## config.mk

```make
export PLATFORM = sky130hd
export DESIGN_NAME = lpm_ctrl
export DESIGN_NICKNAME = d
export VERILOG_FILES = /design/src/lpm_pkg.sv /design/src/lpm_ctrl.sv
export SDC_FILE = /design/constraint.sdc
export NUM_CORES = 1
export LEC_CHECK = 0
export BUFFER_PORTS_ARGS = -buffer_cell sky130_fd_sc_hd__buf_2
export CAP_MARGIN = 20
export CORE_MARGIN = 2
export CORE_UTILIZATION = 50
export CTS_CLUSTER_SIZE = 14
export DETAILED_ROUTE_END_ITERATION = 16
export PLACE_DENSITY_LB_ADDON = 0.25
export SLEW_MARGIN = 20
export SYNTH_ARGS = -nofsm -noshare
export SYNTH_HDL_FRONTEND = slang
export SYNTH_SLANG_ARGS = --single-unit
```

## constraint.sdc

```tcl
create_clock -name ref_clk -period 3.75 [get_ports ref_clk]
set_input_delay 0.5625 -clock ref_clk [delete_from_list [all_inputs] [get_ports ref_clk]]
set_output_delay 0.5625 -clock ref_clk [all_outputs]
set_load 0.02 [all_outputs]
```

## src/lpm_pkg.sv

```systemverilog
// Purpose: shared constants and types of the low-power mode controller
// Assumes: 250 MHz ref_clk, byte addressed register port
// Notes: offsets are byte addresses of 32-bit words
package lpm_pkg;
	// ----------------------------------------------------------------
	// register map
	// ----------------------------------------------------------------
	localparam logic [7:0] OFS_CTRL = 8'h00;
	localparam logic [7:0] OFS_CLK = 8'h04;
	localparam logic [7:0] OFS_WAKE_EN = 8'h08;
	localparam logic [7:0] OFS_STATUS = 8'h0C;
	localparam logic [7:0] OFS_PVD_FLAG = 8'h10;
	localparam logic [7:0] OFS_WAKE_PEND = 8'h14;
	// ctrl fields
	localparam int CTRL_VR_LSB = 0;
	localparam int CTRL_DEEP = 2;
	localparam int CTRL_LPSLEEP = 3;
	localparam int CTRL_LPRUN = 4;
	localparam int CTRL_STBY = 5;
	localparam int CTRL_VREF_AUTO = 6;
	localparam int CTRL_VREF_EN = 7;
	localparam int CTRL_PVD_EN = 8;
	localparam int CTRL_PVD_LVL_LSB = 9;
	localparam int CTRL_PVD_EDGE_LSB = 12;
	localparam int CTRL_WIDTH = 14;
	localparam logic [13:0] CTRL_RST = 14'h0082;
	// clk fields
	localparam int CLK_SRC_LSB = 0;
	localparam int CLK_MSI_LSB = 2;
	localparam logic [4:0] CLK_RST = 5'h14;
	localparam logic [2:0] MSI_MIN_RANGE = 3'h1;
	// status fields
	localparam int ST_MODE_LSB = 0;
	localparam int ST_REG_LSB = 3;
	localparam int ST_BOOT_LSB = 5;
	localparam int ST_PVD = 7;
	localparam int ST_VR_LSB = 8;
	localparam int ST_STBYF = 10;
	// ----------------------------------------------------------------
	// voltage ranges, thresholds, timing
	// ----------------------------------------------------------------
	localparam logic [1:0] VR1 = 2'h1;
	localparam logic [1:0] VR2 = 2'h2;
	localparam logic [1:0] VR3 = 2'h3;
	localparam logic [5:0] FMAX_VR1_MHZ = 6'h20;
	localparam logic [5:0] FMAX_VR2_MHZ = 6'h10;
	localparam logic [5:0] FMAX_VR3_MHZ = 6'h04;
	localparam int BOR_LEVELS = 5;
	localparam int PVD_LEVELS = 7;
	localparam int CLK_MHZ = 250;
	localparam int WAKE_US = 8;
	localparam int WAKE_CYC = WAKE_US * CLK_MHZ;
	localparam int RST_HOLD_CYC = 8;
	localparam int SEQ_W = 12;
	// ----------------------------------------------------------------
	// types
	// ----------------------------------------------------------------
	typedef enum logic [2:0] {
		M_RUN, M_SLEEP, M_LP_RUN, M_LP_SLEEP, M_STOP, M_STOP_EXIT,
		M_STANDBY, M_STBY_EXIT
	} lpm_mode_t;
	typedef enum logic [1:0] {REG_MAIN, REG_LP, REG_OFF} lpm_reg_t;
	typedef enum logic [1:0] {BOOT_FLASH, BOOT_SYSMEM, BOOT_SRAM} lpm_boot_t;
	typedef enum logic [1:0] {SRC_MSI, SRC_HSI, SRC_HSE, SRC_PLL} lpm_src_t;
	typedef struct packed {
		logic rtc_wkup;
		logic rtc_stamp;
		logic rtc_tamper;
		logic usb;
		logic rtc_alarm;
		logic comp2;
		logic comp1;
		logic supply_voltage_detector;
		logic [15:0] ext;
	} lpm_wake_t;
	typedef struct packed {
		logic cpu;
		logic core;
		logic pll;
		logic multispeed_internal_osc;
		logic fast_internal_osc;
		logic fast_external_crystal;
		logic slow_osc;
	} lpm_clk_ctl_t;
endpackage : lpm_pkg

```

## src/lpm_ctrl.sv

```systemverilog
// Purpose: power-mode sequencer, supply reset, voltage detector, boot strap
// Assumes: one 250 MHz clock, slow oscillator seen as a tick enable
// Notes: analog comparators arrive as asynchronous levels
//
// Decided for this implementation: the register addresses and the strobed register port.
`timescale 1ns/1ns
`default_nettype none

// Functional notes
// - three voltage ranges cap cpu clock at 32, 16, 4 MHz
// - lowest range forces system clock onto multispeed oscillator only
// - sleep stops cpu clock only; any peripheral event wakes it
// - low-power run uses minimum multispeed setting and low-power regulator
// - low-power sleep is sleep plus low-power regulator, restricted clocks
// - wake from low-power sleep returns to run with main regulator
// - stop gates core clocks, pll and fast oscillators; regulator low-power
// - stop keeps ram, registers, rtc; slow oscillator keeps running
// - any enabled wake line leaves stop within 8 us
// - stop wake sources: 16 lines, detector, comparators, rtc, usb
// - comparator wakes only count while reference voltage is on
// - brownout level picks one of five thresholds from option bits
// - optional automatic reference voltage switch-off during stop
// - held in reset while supply below power-on or brownout level
// - voltage detector has seven software-selected thresholds
// - detector interrupt on falling, rising or both crossings
// - regulator mode follows power mode: main, low-power, power-down
// - standby drops core registers and ram; wake logic is kept
// - boot pins select flash, system memory or embedded ram
// - system memory loader may use either serial port or usb
module lpm_ctrl #(
	parameter int SLOW_DIV = 256,
	parameter int OSC_RESTART_CYC = 16
) (
	input wire logic ref_clk,
	input wire logic rst,
	input wire logic [7:0] reg_addr,
	input wire logic [31:0] reg_wdata,
	input wire logic reg_wr,
	input wire logic reg_rd,
	output logic [31:0] reg_rdata,
	input wire logic core_sleep_req,
	input wire logic periph_evt,
	input wire lpm_pkg::lpm_wake_t wake_src,
	input wire logic por_low,
	input wire logic [lpm_pkg::BOR_LEVELS-1:0] bor_cmp,
	input wire logic [2:0] bor_level_opt,
	input wire logic [lpm_pkg::PVD_LEVELS-1:0] pvd_cmp,
	input wire logic [1:0] boot_pins,
	output lpm_pkg::lpm_clk_ctl_t clk_ctl,
	output lpm_pkg::lpm_src_t sysclk_sel,
	output logic [2:0] msi_range,
	output logic [5:0] cpu_fmax_mhz,
	output logic [1:0] vcore_range,
	output lpm_pkg::lpm_reg_t reg_mode,
	output logic periph_limit,
	output logic ram_retain,
	output logic core_pwr_en,
	output logic internal_reference_voltage_en,
	output logic sys_reset,
	output lpm_pkg::lpm_boot_t boot_src,
	output logic [2:0] loader_port_en,
	output logic pvd_irq
);
	// ----------------------------------------------------------------
	// input synchronisers
	// ----------------------------------------------------------------
	localparam int NSYNC = 24 + 1 + lpm_pkg::BOR_LEVELS +
		lpm_pkg::PVD_LEVELS + 2;
	logic [NSYNC-1:0] sync1_r;
	logic [NSYNC-1:0] sync2_r;
	logic [NSYNC-1:0] async_in;
	lpm_pkg::lpm_wake_t wake_s;
	logic por_s;
	logic [lpm_pkg::BOR_LEVELS-1:0] bor_s;
	logic [lpm_pkg::PVD_LEVELS-1:0] pvd_s;
	logic [1:0] boot_s;

	assign async_in = {wake_src, por_low, bor_cmp, pvd_cmp, boot_pins};
	assign {wake_s, por_s, bor_s, pvd_s, boot_s} = sync2_r;

	// no reset here: cleared stages would read as a good supply and as
	// boot pins 00 at release, so they keep filling while rst is high
	always_ff @(posedge ref_clk) begin
		sync1_r <= async_in;
		sync2_r <= sync1_r;
	end

	// ----------------------------------------------------------------
	// slow oscillator tick and wake sampling
	// ----------------------------------------------------------------
	// the tick stands in for the always-on slow clock; keep SLOW_DIV
	// plus restart time under the wake budget
	logic [15:0] slow_cnt_r;
	logic slow_tick_r;
	lpm_pkg::lpm_wake_t wake_ls_r;

	always_ff @(posedge ref_clk) begin
		if (rst) begin
			slow_cnt_r <= '0;
			slow_tick_r <= 1'b0;
		end else if (slow_cnt_r == 16'(SLOW_DIV - 1)) begin
			slow_cnt_r <= '0;
			slow_tick_r <= 1'b1;
		end else begin
			slow_cnt_r <= slow_cnt_r + 16'h0001;
			slow_tick_r <= 1'b0;
		end
	end

	always_ff @(posedge ref_clk) begin
		if (rst)
			wake_ls_r <= '0;
		else if (slow_tick_r)
			wake_ls_r <= wake_s;
	end

	// ----------------------------------------------------------------
	// registers
	// ----------------------------------------------------------------
	logic [lpm_pkg::CTRL_WIDTH-1:0] ctrl_r;
	logic [4:0] clkcfg_r;
	logic [23:0] wake_en_r;
	logic [23:0] wake_pend_r;
	logic pvd_flag_r;
	logic stby_flag_r;
	lpm_pkg::lpm_mode_t mode_r;
	lpm_pkg::lpm_mode_t mode_nxt;
	localparam int SEQ_W = lpm_pkg::SEQ_W;
	logic [SEQ_W-1:0] seq_cnt_r;
	logic pvd_out_r;
	logic wr_ctrl;
	logic wr_pvd;
	logic wr_pend;
	logic [1:0] vr_wr;

	assign wr_ctrl = reg_wr && reg_addr == lpm_pkg::OFS_CTRL;
	assign wr_pvd = reg_wr && reg_addr == lpm_pkg::OFS_PVD_FLAG;
	assign wr_pend = reg_wr && reg_addr == lpm_pkg::OFS_WAKE_PEND;
	assign vr_wr = reg_wdata[lpm_pkg::CTRL_VR_LSB +: 2];

	// core-domain registers are lost on supply reset and standby
	always_ff @(posedge ref_clk) begin
		if (rst || sys_reset) begin
			ctrl_r <= lpm_pkg::CTRL_RST;
			clkcfg_r <= lpm_pkg::CLK_RST;
		end else begin
			if (wr_ctrl) begin
				ctrl_r <= reg_wdata[lpm_pkg::CTRL_WIDTH-1:0];
				// range code 0 is not a range; keep the old one
				if (vr_wr == 2'h0)
					ctrl_r[lpm_pkg::CTRL_VR_LSB +: 2] <=
						ctrl_r[lpm_pkg::CTRL_VR_LSB +: 2];
			end
			if (reg_wr && reg_addr == lpm_pkg::OFS_CLK)
				clkcfg_r <= reg_wdata[4:0];
		end
	end

	// wake logic survives standby, only the pin reset clears it
	always_ff @(posedge ref_clk) begin
		if (rst)
			wake_en_r <= '0;
		else if (reg_wr && reg_addr == lpm_pkg::OFS_WAKE_EN)
			wake_en_r <= reg_wdata[23:0];
	end

	// ----------------------------------------------------------------
	// supply reset and brownout
	// ----------------------------------------------------------------
	logic [2:0] bor_sel;
	logic bor_below;
	assign bor_sel = (bor_level_opt >= 3'(lpm_pkg::BOR_LEVELS)) ?
		3'(lpm_pkg::BOR_LEVELS - 1) : bor_level_opt;
	assign bor_below = bor_s[bor_sel];

	always_ff @(posedge ref_clk) begin
		if (rst)
			sys_reset <= 1'b1;
		else
			sys_reset <= por_s || bor_below ||
				mode_r == lpm_pkg::M_STBY_EXIT;
	end

	// ----------------------------------------------------------------
	// voltage detector
	// ----------------------------------------------------------------
	logic [2:0] pvd_lvl;
	logic pvd_en;
	logic [1:0] pvd_edge;
	logic pvd_below;
	logic pvd_fall;
	logic pvd_rise;
	logic pvd_set;
	assign pvd_lvl = ctrl_r[lpm_pkg::CTRL_PVD_LVL_LSB +: 3] >
		3'(lpm_pkg::PVD_LEVELS - 1) ? 3'(lpm_pkg::PVD_LEVELS - 1) :
		ctrl_r[lpm_pkg::CTRL_PVD_LVL_LSB +: 3];
	assign pvd_en = ctrl_r[lpm_pkg::CTRL_PVD_EN];
	assign pvd_edge = ctrl_r[lpm_pkg::CTRL_PVD_EDGE_LSB +: 2];
	assign pvd_below = pvd_en && pvd_s[pvd_lvl];
	assign pvd_fall = pvd_below && !pvd_out_r;
	assign pvd_rise = !pvd_below && pvd_out_r;
	assign pvd_set = (pvd_edge[0] && pvd_fall) ||
		(pvd_edge[1] && pvd_rise);

	always_ff @(posedge ref_clk) begin
		if (rst) begin
			pvd_out_r <= 1'b0;
			pvd_flag_r <= 1'b0;
			pvd_irq <= 1'b0;
		end else begin
			pvd_out_r <= pvd_below;
			// a crossing in the clearing cycle is kept
			if (pvd_set)
				pvd_flag_r <= 1'b1;
			else if (wr_pvd && reg_wdata[0])
				pvd_flag_r <= 1'b0;
			pvd_irq <= pvd_flag_r || pvd_set;
		end
	end

	// ----------------------------------------------------------------
	// wake qualification
	// ----------------------------------------------------------------
	logic vref_on;
	lpm_pkg::lpm_wake_t wake_raw;
	lpm_pkg::lpm_wake_t wake_hit;
	logic wake_any;
	assign vref_on = ctrl_r[lpm_pkg::CTRL_VREF_EN] &&
		!(ctrl_r[lpm_pkg::CTRL_VREF_AUTO] &&
		mode_r == lpm_pkg::M_STOP);

	always_comb begin
		wake_raw = wake_ls_r;
		wake_raw.supply_voltage_detector = pvd_out_r;
		wake_hit = wake_raw & lpm_pkg::lpm_wake_t'(wake_en_r);
		if (!vref_on) begin
			wake_hit.comp1 = 1'b0;
			wake_hit.comp2 = 1'b0;
		end
	end
	assign wake_any = |wake_hit;

	always_ff @(posedge ref_clk) begin
		if (rst)
			wake_pend_r <= '0;
		else if (slow_tick_r || wr_pend)
			// a hit in the clearing cycle stays pending
			wake_pend_r <= (wake_pend_r &
				~(wr_pend ? reg_wdata[23:0] : 24'h00_0000)) |
				(slow_tick_r ? 24'(wake_hit) : 24'h00_0000);
	end

	// ----------------------------------------------------------------
	// power mode sequencer
	// ----------------------------------------------------------------
	logic deep;
	always_comb begin
		deep = ctrl_r[lpm_pkg::CTRL_DEEP];
		mode_nxt = mode_r;
		case (mode_r)
			lpm_pkg::M_RUN, lpm_pkg::M_LP_RUN: begin
				if (core_sleep_req && deep && ctrl_r[lpm_pkg::CTRL_STBY])
					mode_nxt = lpm_pkg::M_STANDBY;
				else if (core_sleep_req && deep)
					mode_nxt = lpm_pkg::M_STOP;
				else if (core_sleep_req && (ctrl_r[lpm_pkg::CTRL_LPSLEEP] ||
						mode_r == lpm_pkg::M_LP_RUN))
					mode_nxt = lpm_pkg::M_LP_SLEEP;
				else if (core_sleep_req)
					mode_nxt = lpm_pkg::M_SLEEP;
				else if (ctrl_r[lpm_pkg::CTRL_LPRUN])
					mode_nxt = lpm_pkg::M_LP_RUN;
				else
					mode_nxt = lpm_pkg::M_RUN;
			end
			lpm_pkg::M_SLEEP: begin
				if (periph_evt || wake_any)
					mode_nxt = lpm_pkg::M_RUN;
			end
			lpm_pkg::M_LP_SLEEP: begin
				if (periph_evt || wake_any)
					mode_nxt = lpm_pkg::M_RUN;
			end
			lpm_pkg::M_STOP: begin
				if (wake_any)
					mode_nxt = lpm_pkg::M_STOP_EXIT;
			end
			lpm_pkg::M_STOP_EXIT: begin
				if (seq_cnt_r == SEQ_W'(OSC_RESTART_CYC - 1))
					mode_nxt = lpm_pkg::M_RUN;
			end
			lpm_pkg::M_STANDBY: begin
				if (wake_any)
					mode_nxt = lpm_pkg::M_STBY_EXIT;
			end
			lpm_pkg::M_STBY_EXIT: begin
				if (seq_cnt_r == SEQ_W'(lpm_pkg::RST_HOLD_CYC - 1))
					mode_nxt = lpm_pkg::M_RUN;
			end
			default: mode_nxt = lpm_pkg::M_RUN;
		endcase
	end

	always_ff @(posedge ref_clk) begin
		if (rst || (sys_reset && mode_r != lpm_pkg::M_STBY_EXIT))
			mode_r <= lpm_pkg::M_RUN;
		else
			mode_r <= mode_nxt;
	end

	always_ff @(posedge ref_clk) begin
		if (rst || mode_nxt != mode_r)
			seq_cnt_r <= '0;
		else if (seq_cnt_r != '1)
			seq_cnt_r <= seq_cnt_r + SEQ_W'(1);
	end

	always_ff @(posedge ref_clk) begin
		if (rst)
			stby_flag_r <= 1'b0;
		else if (mode_r == lpm_pkg::M_STANDBY)
			stby_flag_r <= 1'b1;
		else if (wr_ctrl && reg_wdata[31])
			stby_flag_r <= 1'b0;
	end

	// ----------------------------------------------------------------
	// clock, regulator and retention outputs
	// ----------------------------------------------------------------
	logic [1:0] vr;
	logic lp_mode;
	logic stopped;
	logic stby;
	assign vr = ctrl_r[lpm_pkg::CTRL_VR_LSB +: 2];
	assign lp_mode = mode_r == lpm_pkg::M_LP_RUN ||
		mode_r == lpm_pkg::M_LP_SLEEP;
	assign stopped = mode_r == lpm_pkg::M_STOP ||
		mode_r == lpm_pkg::M_STOP_EXIT;
	assign stby = mode_r == lpm_pkg::M_STANDBY ||
		mode_r == lpm_pkg::M_STBY_EXIT;

	always_ff @(posedge ref_clk) begin
		if (rst) begin
			clk_ctl <= '0;
			reg_mode <= lpm_pkg::REG_MAIN;
			periph_limit <= 1'b0;
			ram_retain <= 1'b1;
			core_pwr_en <= 1'b1;
			internal_reference_voltage_en <= 1'b0;
		end else begin
			clk_ctl.cpu <= !(stopped || stby ||
				mode_r == lpm_pkg::M_SLEEP ||
				mode_r == lpm_pkg::M_LP_SLEEP);
			clk_ctl.core <= !(stopped || stby);
			clk_ctl.pll <= !(stopped || stby || lp_mode ||
				vr == lpm_pkg::VR3) &&
				clkcfg_r[lpm_pkg::CLK_SRC_LSB +: 2] == lpm_pkg::SRC_PLL;
			clk_ctl.multispeed_internal_osc <= !(stopped || stby);
			clk_ctl.fast_internal_osc <= !(stopped || stby || lp_mode);
			clk_ctl.fast_external_crystal <= !(stopped || stby ||
				lp_mode);
			clk_ctl.slow_osc <= 1'b1;
			if (stby)
				reg_mode <= lpm_pkg::REG_OFF;
			else if (lp_mode || stopped)
				reg_mode <= lpm_pkg::REG_LP;
			else
				reg_mode <= lpm_pkg::REG_MAIN;
			periph_limit <= lp_mode;
			ram_retain <= !stby;
			core_pwr_en <= !stby;
			internal_reference_voltage_en <= vref_on;
		end
	end

	always_ff @(posedge ref_clk) begin
		if (rst) begin
			sysclk_sel <= lpm_pkg::SRC_MSI;
			msi_range <= lpm_pkg::CLK_RST[lpm_pkg::CLK_MSI_LSB +: 3];
			cpu_fmax_mhz <= lpm_pkg::FMAX_VR2_MHZ;
			vcore_range <= lpm_pkg::VR2;
		end else begin
			vcore_range <= vr;
			if (lp_mode || vr == lpm_pkg::VR3)
				sysclk_sel <= lpm_pkg::SRC_MSI;
			else
				sysclk_sel <= lpm_pkg::lpm_src_t'(
					clkcfg_r[lpm_pkg::CLK_SRC_LSB +: 2]);
			if (lp_mode)
				msi_range <= lpm_pkg::MSI_MIN_RANGE;
			else
				msi_range <= clkcfg_r[lpm_pkg::CLK_MSI_LSB +: 3];
			case (vr)
				lpm_pkg::VR1: cpu_fmax_mhz <= lpm_pkg::FMAX_VR1_MHZ;
				lpm_pkg::VR3: cpu_fmax_mhz <= lpm_pkg::FMAX_VR3_MHZ;
				default: cpu_fmax_mhz <= lpm_pkg::FMAX_VR2_MHZ;
			endcase
		end
	end

	// ----------------------------------------------------------------
	// boot strap
	// ----------------------------------------------------------------
	logic boot_take_r;
	always_ff @(posedge ref_clk) begin
		if (rst || sys_reset) begin
			boot_take_r <= 1'b1;
		end else if (boot_take_r) begin
			boot_take_r <= 1'b0;
		end
	end

	always_ff @(posedge ref_clk) begin
		if (rst) begin
			boot_src <= lpm_pkg::BOOT_FLASH;
			loader_port_en <= '0;
		end else if (boot_take_r && !sys_reset) begin
			if (!boot_s[0])
				boot_src <= lpm_pkg::BOOT_FLASH;
			else if (!boot_s[1])
				boot_src <= lpm_pkg::BOOT_SYSMEM;
			else
				boot_src <= lpm_pkg::BOOT_SRAM;
			loader_port_en <= (boot_s == 2'h1) ? 3'h7 : 3'h0;
		end
	end

	// ----------------------------------------------------------------
	// register read port
	// ----------------------------------------------------------------
	always_ff @(posedge ref_clk) begin
		if (rst) begin
			reg_rdata <= '0;
		end else if (reg_rd) begin
			case (reg_addr)
				lpm_pkg::OFS_CTRL: reg_rdata <= 32'(ctrl_r);
				lpm_pkg::OFS_CLK: reg_rdata <= 32'(clkcfg_r);
				lpm_pkg::OFS_WAKE_EN: reg_rdata <= 32'(wake_en_r);
				lpm_pkg::OFS_STATUS: reg_rdata <= 32'({stby_flag_r, vr,
					pvd_out_r, boot_src, reg_mode, mode_r});
				lpm_pkg::OFS_PVD_FLAG: reg_rdata <= 32'(pvd_flag_r);
				lpm_pkg::OFS_WAKE_PEND: reg_rdata <= 32'(wake_pend_r);
				default: reg_rdata <= 32'h0000_0000;
			endcase
		end else begin
			reg_rdata <= 32'h0000_0000;
		end
	end

	// ----------------------------------------------------------------
	// checks
	// ----------------------------------------------------------------
	logic [SEQ_W-1:0] exit_cnt_r;
	always_ff @(posedge ref_clk) begin
		if (rst || mode_r != lpm_pkg::M_STOP_EXIT)
			exit_cnt_r <= '0;
		else
			exit_cnt_r <= exit_cnt_r + SEQ_W'(1);
	end

	fmax_range_a: assert property (@(posedge ref_clk) disable iff (rst)
		vr == lpm_pkg::VR3 |=> cpu_fmax_mhz == lpm_pkg::FMAX_VR3_MHZ)
		else $error("range three clock cap wrong");
	vr3_msi_a: assert property (@(posedge ref_clk) disable iff (rst)
		vr == lpm_pkg::VR3 |=> sysclk_sel == lpm_pkg::SRC_MSI)
		else $error("range three not on multispeed oscillator");
	sleep_cpu_a: assert property (@(posedge ref_clk) disable iff (rst)
		mode_r == lpm_pkg::M_SLEEP |=> !clk_ctl.cpu && clk_ctl.core)
		else $error("sleep clock gating wrong");
	lprun_min_a: assert property (@(posedge ref_clk) disable iff (rst)
		mode_r == lpm_pkg::M_LP_RUN |=>
		msi_range == lpm_pkg::MSI_MIN_RANGE && reg_mode == lpm_pkg::REG_LP)
		else $error("low-power run setup wrong");
	lpsleep_wake_a: assert property (@(posedge ref_clk) disable iff
		(rst || sys_reset) mode_r == lpm_pkg::M_LP_SLEEP && periph_evt |=>
		mode_r == lpm_pkg::M_RUN ##1 reg_mode == lpm_pkg::REG_MAIN)
		else $error("low-power sleep wake wrong");
	stop_gate_a: assert property (@(posedge ref_clk) disable iff (rst)
		mode_r == lpm_pkg::M_STOP |=> !clk_ctl.core && !clk_ctl.pll &&
		!clk_ctl.fast_external_crystal && clk_ctl.slow_osc && ram_retain)
		else $error("stop gating wrong");
	stop_exit_a: assert property (@(posedge ref_clk) disable iff (rst)
		exit_cnt_r <= SEQ_W'(lpm_pkg::WAKE_CYC))
		else $error("stop exit too slow");
	comp_gate_a: assert property (@(posedge ref_clk) disable iff (rst)
		!vref_on |-> !wake_hit.comp1 && !wake_hit.comp2)
		else $error("comparator wake without reference");
	supply_hold_a: assert property (@(posedge ref_clk) disable iff (rst)
		por_s |=> sys_reset ##1 mode_r == lpm_pkg::M_RUN)
		else $error("supply reset not held");
	pvd_fall_a: assert property (@(posedge ref_clk) disable iff (rst)
		pvd_edge[0] && pvd_fall |=> pvd_flag_r && pvd_irq)
		else $error("detector fall not flagged");
	pvd_off_a: assert property (@(posedge ref_clk) disable iff (rst)
		!pvd_en |=> !pvd_out_r)
		else $error("detector active while disabled");
	stby_reg_a: assert property (@(posedge ref_clk) disable iff (rst)
		mode_r == lpm_pkg::M_STANDBY |=> reg_mode == lpm_pkg::REG_OFF &&
		!core_pwr_en)
		else $error("standby regulator wrong");
	boot_hold_a: assert property (@(posedge ref_clk) disable iff (rst)
		!boot_take_r && !sys_reset |=> $stable(boot_src))
		else $error("boot source changed after reset");
endmodule : lpm_ctrl

`default_nettype wire

```

==> impl_metrics.py <==
metrics = {
    "cts": {
        "clock_path_buffers": 3,
        "post_cts_resized": 0,
        "postCtsSetupBuffers": 0,
        "clk_pin_slew_worst_paths_ps": 60,
        "h-tree-depth": 1,
        "cts_made_buffers": 25,
        "hold_buffers": 0,
        "clkSinkCount": 250,
        "cts_tree": "done",
        "root_buffer": "clkbuf_16",
        "insertion_delay_ps": 510,
    },
    "power": {
        "p_sw_frac": 0.207,
        "p_leak_nw": 3.91,
        "finalPower_mw": 5.31,
        "power_frac_seq": 0.513,
        "internal_power_mw": 4.21,
        "p_comb_frac": 0.027,
        "powerDensity_nw_per_um2": 523,
        "peakVddDrop_mv": 0.484,
        "clock_power_share": 0.459,
        "p_switching_mw": 1.10,
    },
    "sta": {
        "layout_min_cycle_time_ps": 2200,
        "setup_violations": 0,
        "rsz0062_at_grt": "false",
        "hold_viol": 0,
        "slew_headroom": 0.290,
        "maxSlewViolCount": 0,
        "fmax_ghz": 0.454,
        "finalSetupTns_ps": 0,
        "worst_pin_slew_ps": 1070,
        "skew_ps": 15.1,
        "min_period_over_period": 0.587,
    },
    "placed_design": {
        "dpl.cell_count": 1189,
        "hpwl_um": 13300,
        "dpl_cell_area_um2": 9350,
        "io_buffers": 133,
        "gp_congestion": 0.835,
    },
    "synthesis": {
        "yosysMostFrequentCell": "dfxtp_1",
        "syn_area_um2": 8640,
        "yosys_warnings": 0,
        "synth-edff-count": 0,
        "synthDistinctLibCells": 59,
        "syn_avg_cell_area_um2": 9.86,
        "synth.largest_area_cell": "dfxtp_1",
        "async_flop_share": 0,
        "yosys-top-cells-area": "dfxtp_1 (58%), nand2_1 (5.6%), nor2_1 (4.8%)",
        "synth.top_cells.by_count": "dfxtp_1 (250), nand2_1 (128), nor2_1 (111)",
        "synth.top_cell.area_share": 0.579,
        "ys.flop_type": "dfxtp_1",
        "synth_seq_cells": 250,
        "synthCells": 876,
        "ys_seq_area_frac": 0.579,
    },
    "floorplanning": {
        "rows": 48,
        "initial_core_util": 0.505,
        "die_area_um2": 18300,
        "die_h_um": 135,
        "io_pins": 153,
        "dieWidth_um": 135,
        "core_area_um2": 17100,
    },
    "job": {
        "cap_viol_max_count": 0,
    },
    "setup_path": {
        "end_kind": "register",
        "worstReg2RegStart": "mode_r[2]",
        "worstPathMaxFanout": 20,
        "r2r_end": "seq_cnt_r[10]",
        "worst_ep_required_time_ps": 4170,
        "arrival_ps": 2620,
        "crit_type": "register to register",
        "r2r_setup_slack_ps": 1550,
        "r2r_cells": 6,
        "cp-start-kind": "register",
    },
    "outcome": {
        "status": "finished clean",
    },
    "layout": {
        "final-instance-count-excl-fill": 1233,
        "fin_util": 0.593,
        "fin_area_um2": 10200,
        "area_growth_pct": 17.6,
        "n_fill_cell": 1504,
        "finalNetCount": 1081,
        "drive_above_1_share": 0.202,
    },
    "route": {
        "drc": 0,
        "drtAntennaViolNets": 0,
        "viasPerCell": 5.25,
        "drt_iter0_markers": 497,
        "routedWlPerCell_um": 16.0,
        "first_pass_iters": 5,
        "vias": 6468,
        "drt_wl_total_um": 19700,
    },
    "global_routing": {
        "antenna_found_initial": 0,
        "grt_pass1_vias": 5789,
        "grt_max_degree": 73,
        "grt_pass1_wl_um": 30800,
        "track_usage": 0.212,
        "overflow": 0,
    },
    "min_path": {
        "min-delay-start": "wake_src[22]",
        "hold_path_class": "input port to register",
        "hold_depth": 1,
        "hold_end": "sync1_r[37]",
    },
}
[how the worst max path moves through the flow]
stage | to | start | slack [ps] | depth (start not counted)
after floorplan | clkcfg_r[2] | reg_addr[1] | 1880 | 7
after global placement | ctrl_r[1] | reg_addr[1] | 1180 | 9
after detailed placement | ctrl_r[1] | reg_addr[1] | 1130 | 9
after CTS | seq_cnt_r[10] | mode_r[2] | 1540 | 6
after global routing | seq_cnt_r[10] | mode_r[2] | 1410 | 6
final | seq_cnt_r[10] | mode_r[2] | 1550 | 6
[worst max-delay path, stage by stage (launching register included)]
cell	delay [ps]
dfxtp_1	700
nand4bb_1	240
nand3_1	140
nand4_1	220
o32ai_2	330
o21ai_2	230
a211oi_1	250
[cell type report]
cell class | count | area, um2 | area share
Timing Repair Buffer | 143 | 741 | 0.0729
Inverter | 10 | 37.5 | 0.00370
Clock buffer | 33 | 706 | 0.0695
Antenna cell | 1 | 2.50 | 0.000246
Sequential cell | 250 | 5010 | 0.493
Multi-Input combinational cell | 561 | 3280 | 0.323
Tap cell | 225 | 282 | 0.0277
Clock inverter | 10 | 103 | 0.0101
[cells by family (layout without fill, tap and decap cells)]
kind of cell	Yosys count	in the layout	share of synthesized area
fa+ha+maj	2	2	0.00290
other cells	1	12	0.000434
xor+xnor	21	21	0.0213
mux	39	39	0.0484
compound gates	146	146	0.120
buf+inv	75	196	0.0459
flops	250	250	0.579
simple gates	342	342	0.182
[power by group through the flow]
stage | clock [mW] | sequential, mW | combinational [mW]
after floorplan | 0 | 2.78 | 0.0786
after global placement | 0 | 2.79 | 0.144
after detailed placement | 0 | 2.79 | 0.145
after CTS | 2.48 | 2.73 | 0.145
after global routing | 2.60 | 2.73 | 0.158
final | 2.44 | 2.73 | 0.145
[cell usage in the layout (no fill, tap or decap), drive strengths merged, types with 17 or more instances in the layout]
cell type,count
nor2,111
a32oi,23
nand2,128
a21oi,55
a22oi,31
and3,17
clkbuf,33
nand3,29
dfxtp,250
mux2i,35
buf,143
[metal layers]
layer	global-route usage	up-vias	wire, um
li1	-	3228	-
met1	0.304	2961	8960
met2	0.325	244	8670
met3	0.0441	35	1660
met4	0.0567	0	375
met5	0	-	0
[registers in the layout (all words and copies together), names as in the netlist, 3 cells and up]
signal,cells
slow_cnt_r,16
msi_range,3
reg_rdata,24
mode_r,3
wake_en_r,24
clkcfg_r,5
clk_ctl,5
ctrl_r,14
sync1_r,38
sync2_r,38
cpu_fmax_mhz,3
seq_cnt_r,12
wake_pend_r,24
wake_ls_r,23
[per-stage QoR]
step	worst slack, ps	hold WS (ps)
floorplan	1880	310
global placement	1180	310
detailed placement	1130	312
CTS	1540	132
global route	1410	135
finish	1550	144
Note: power is estimated with default switching activity, not from simulation.
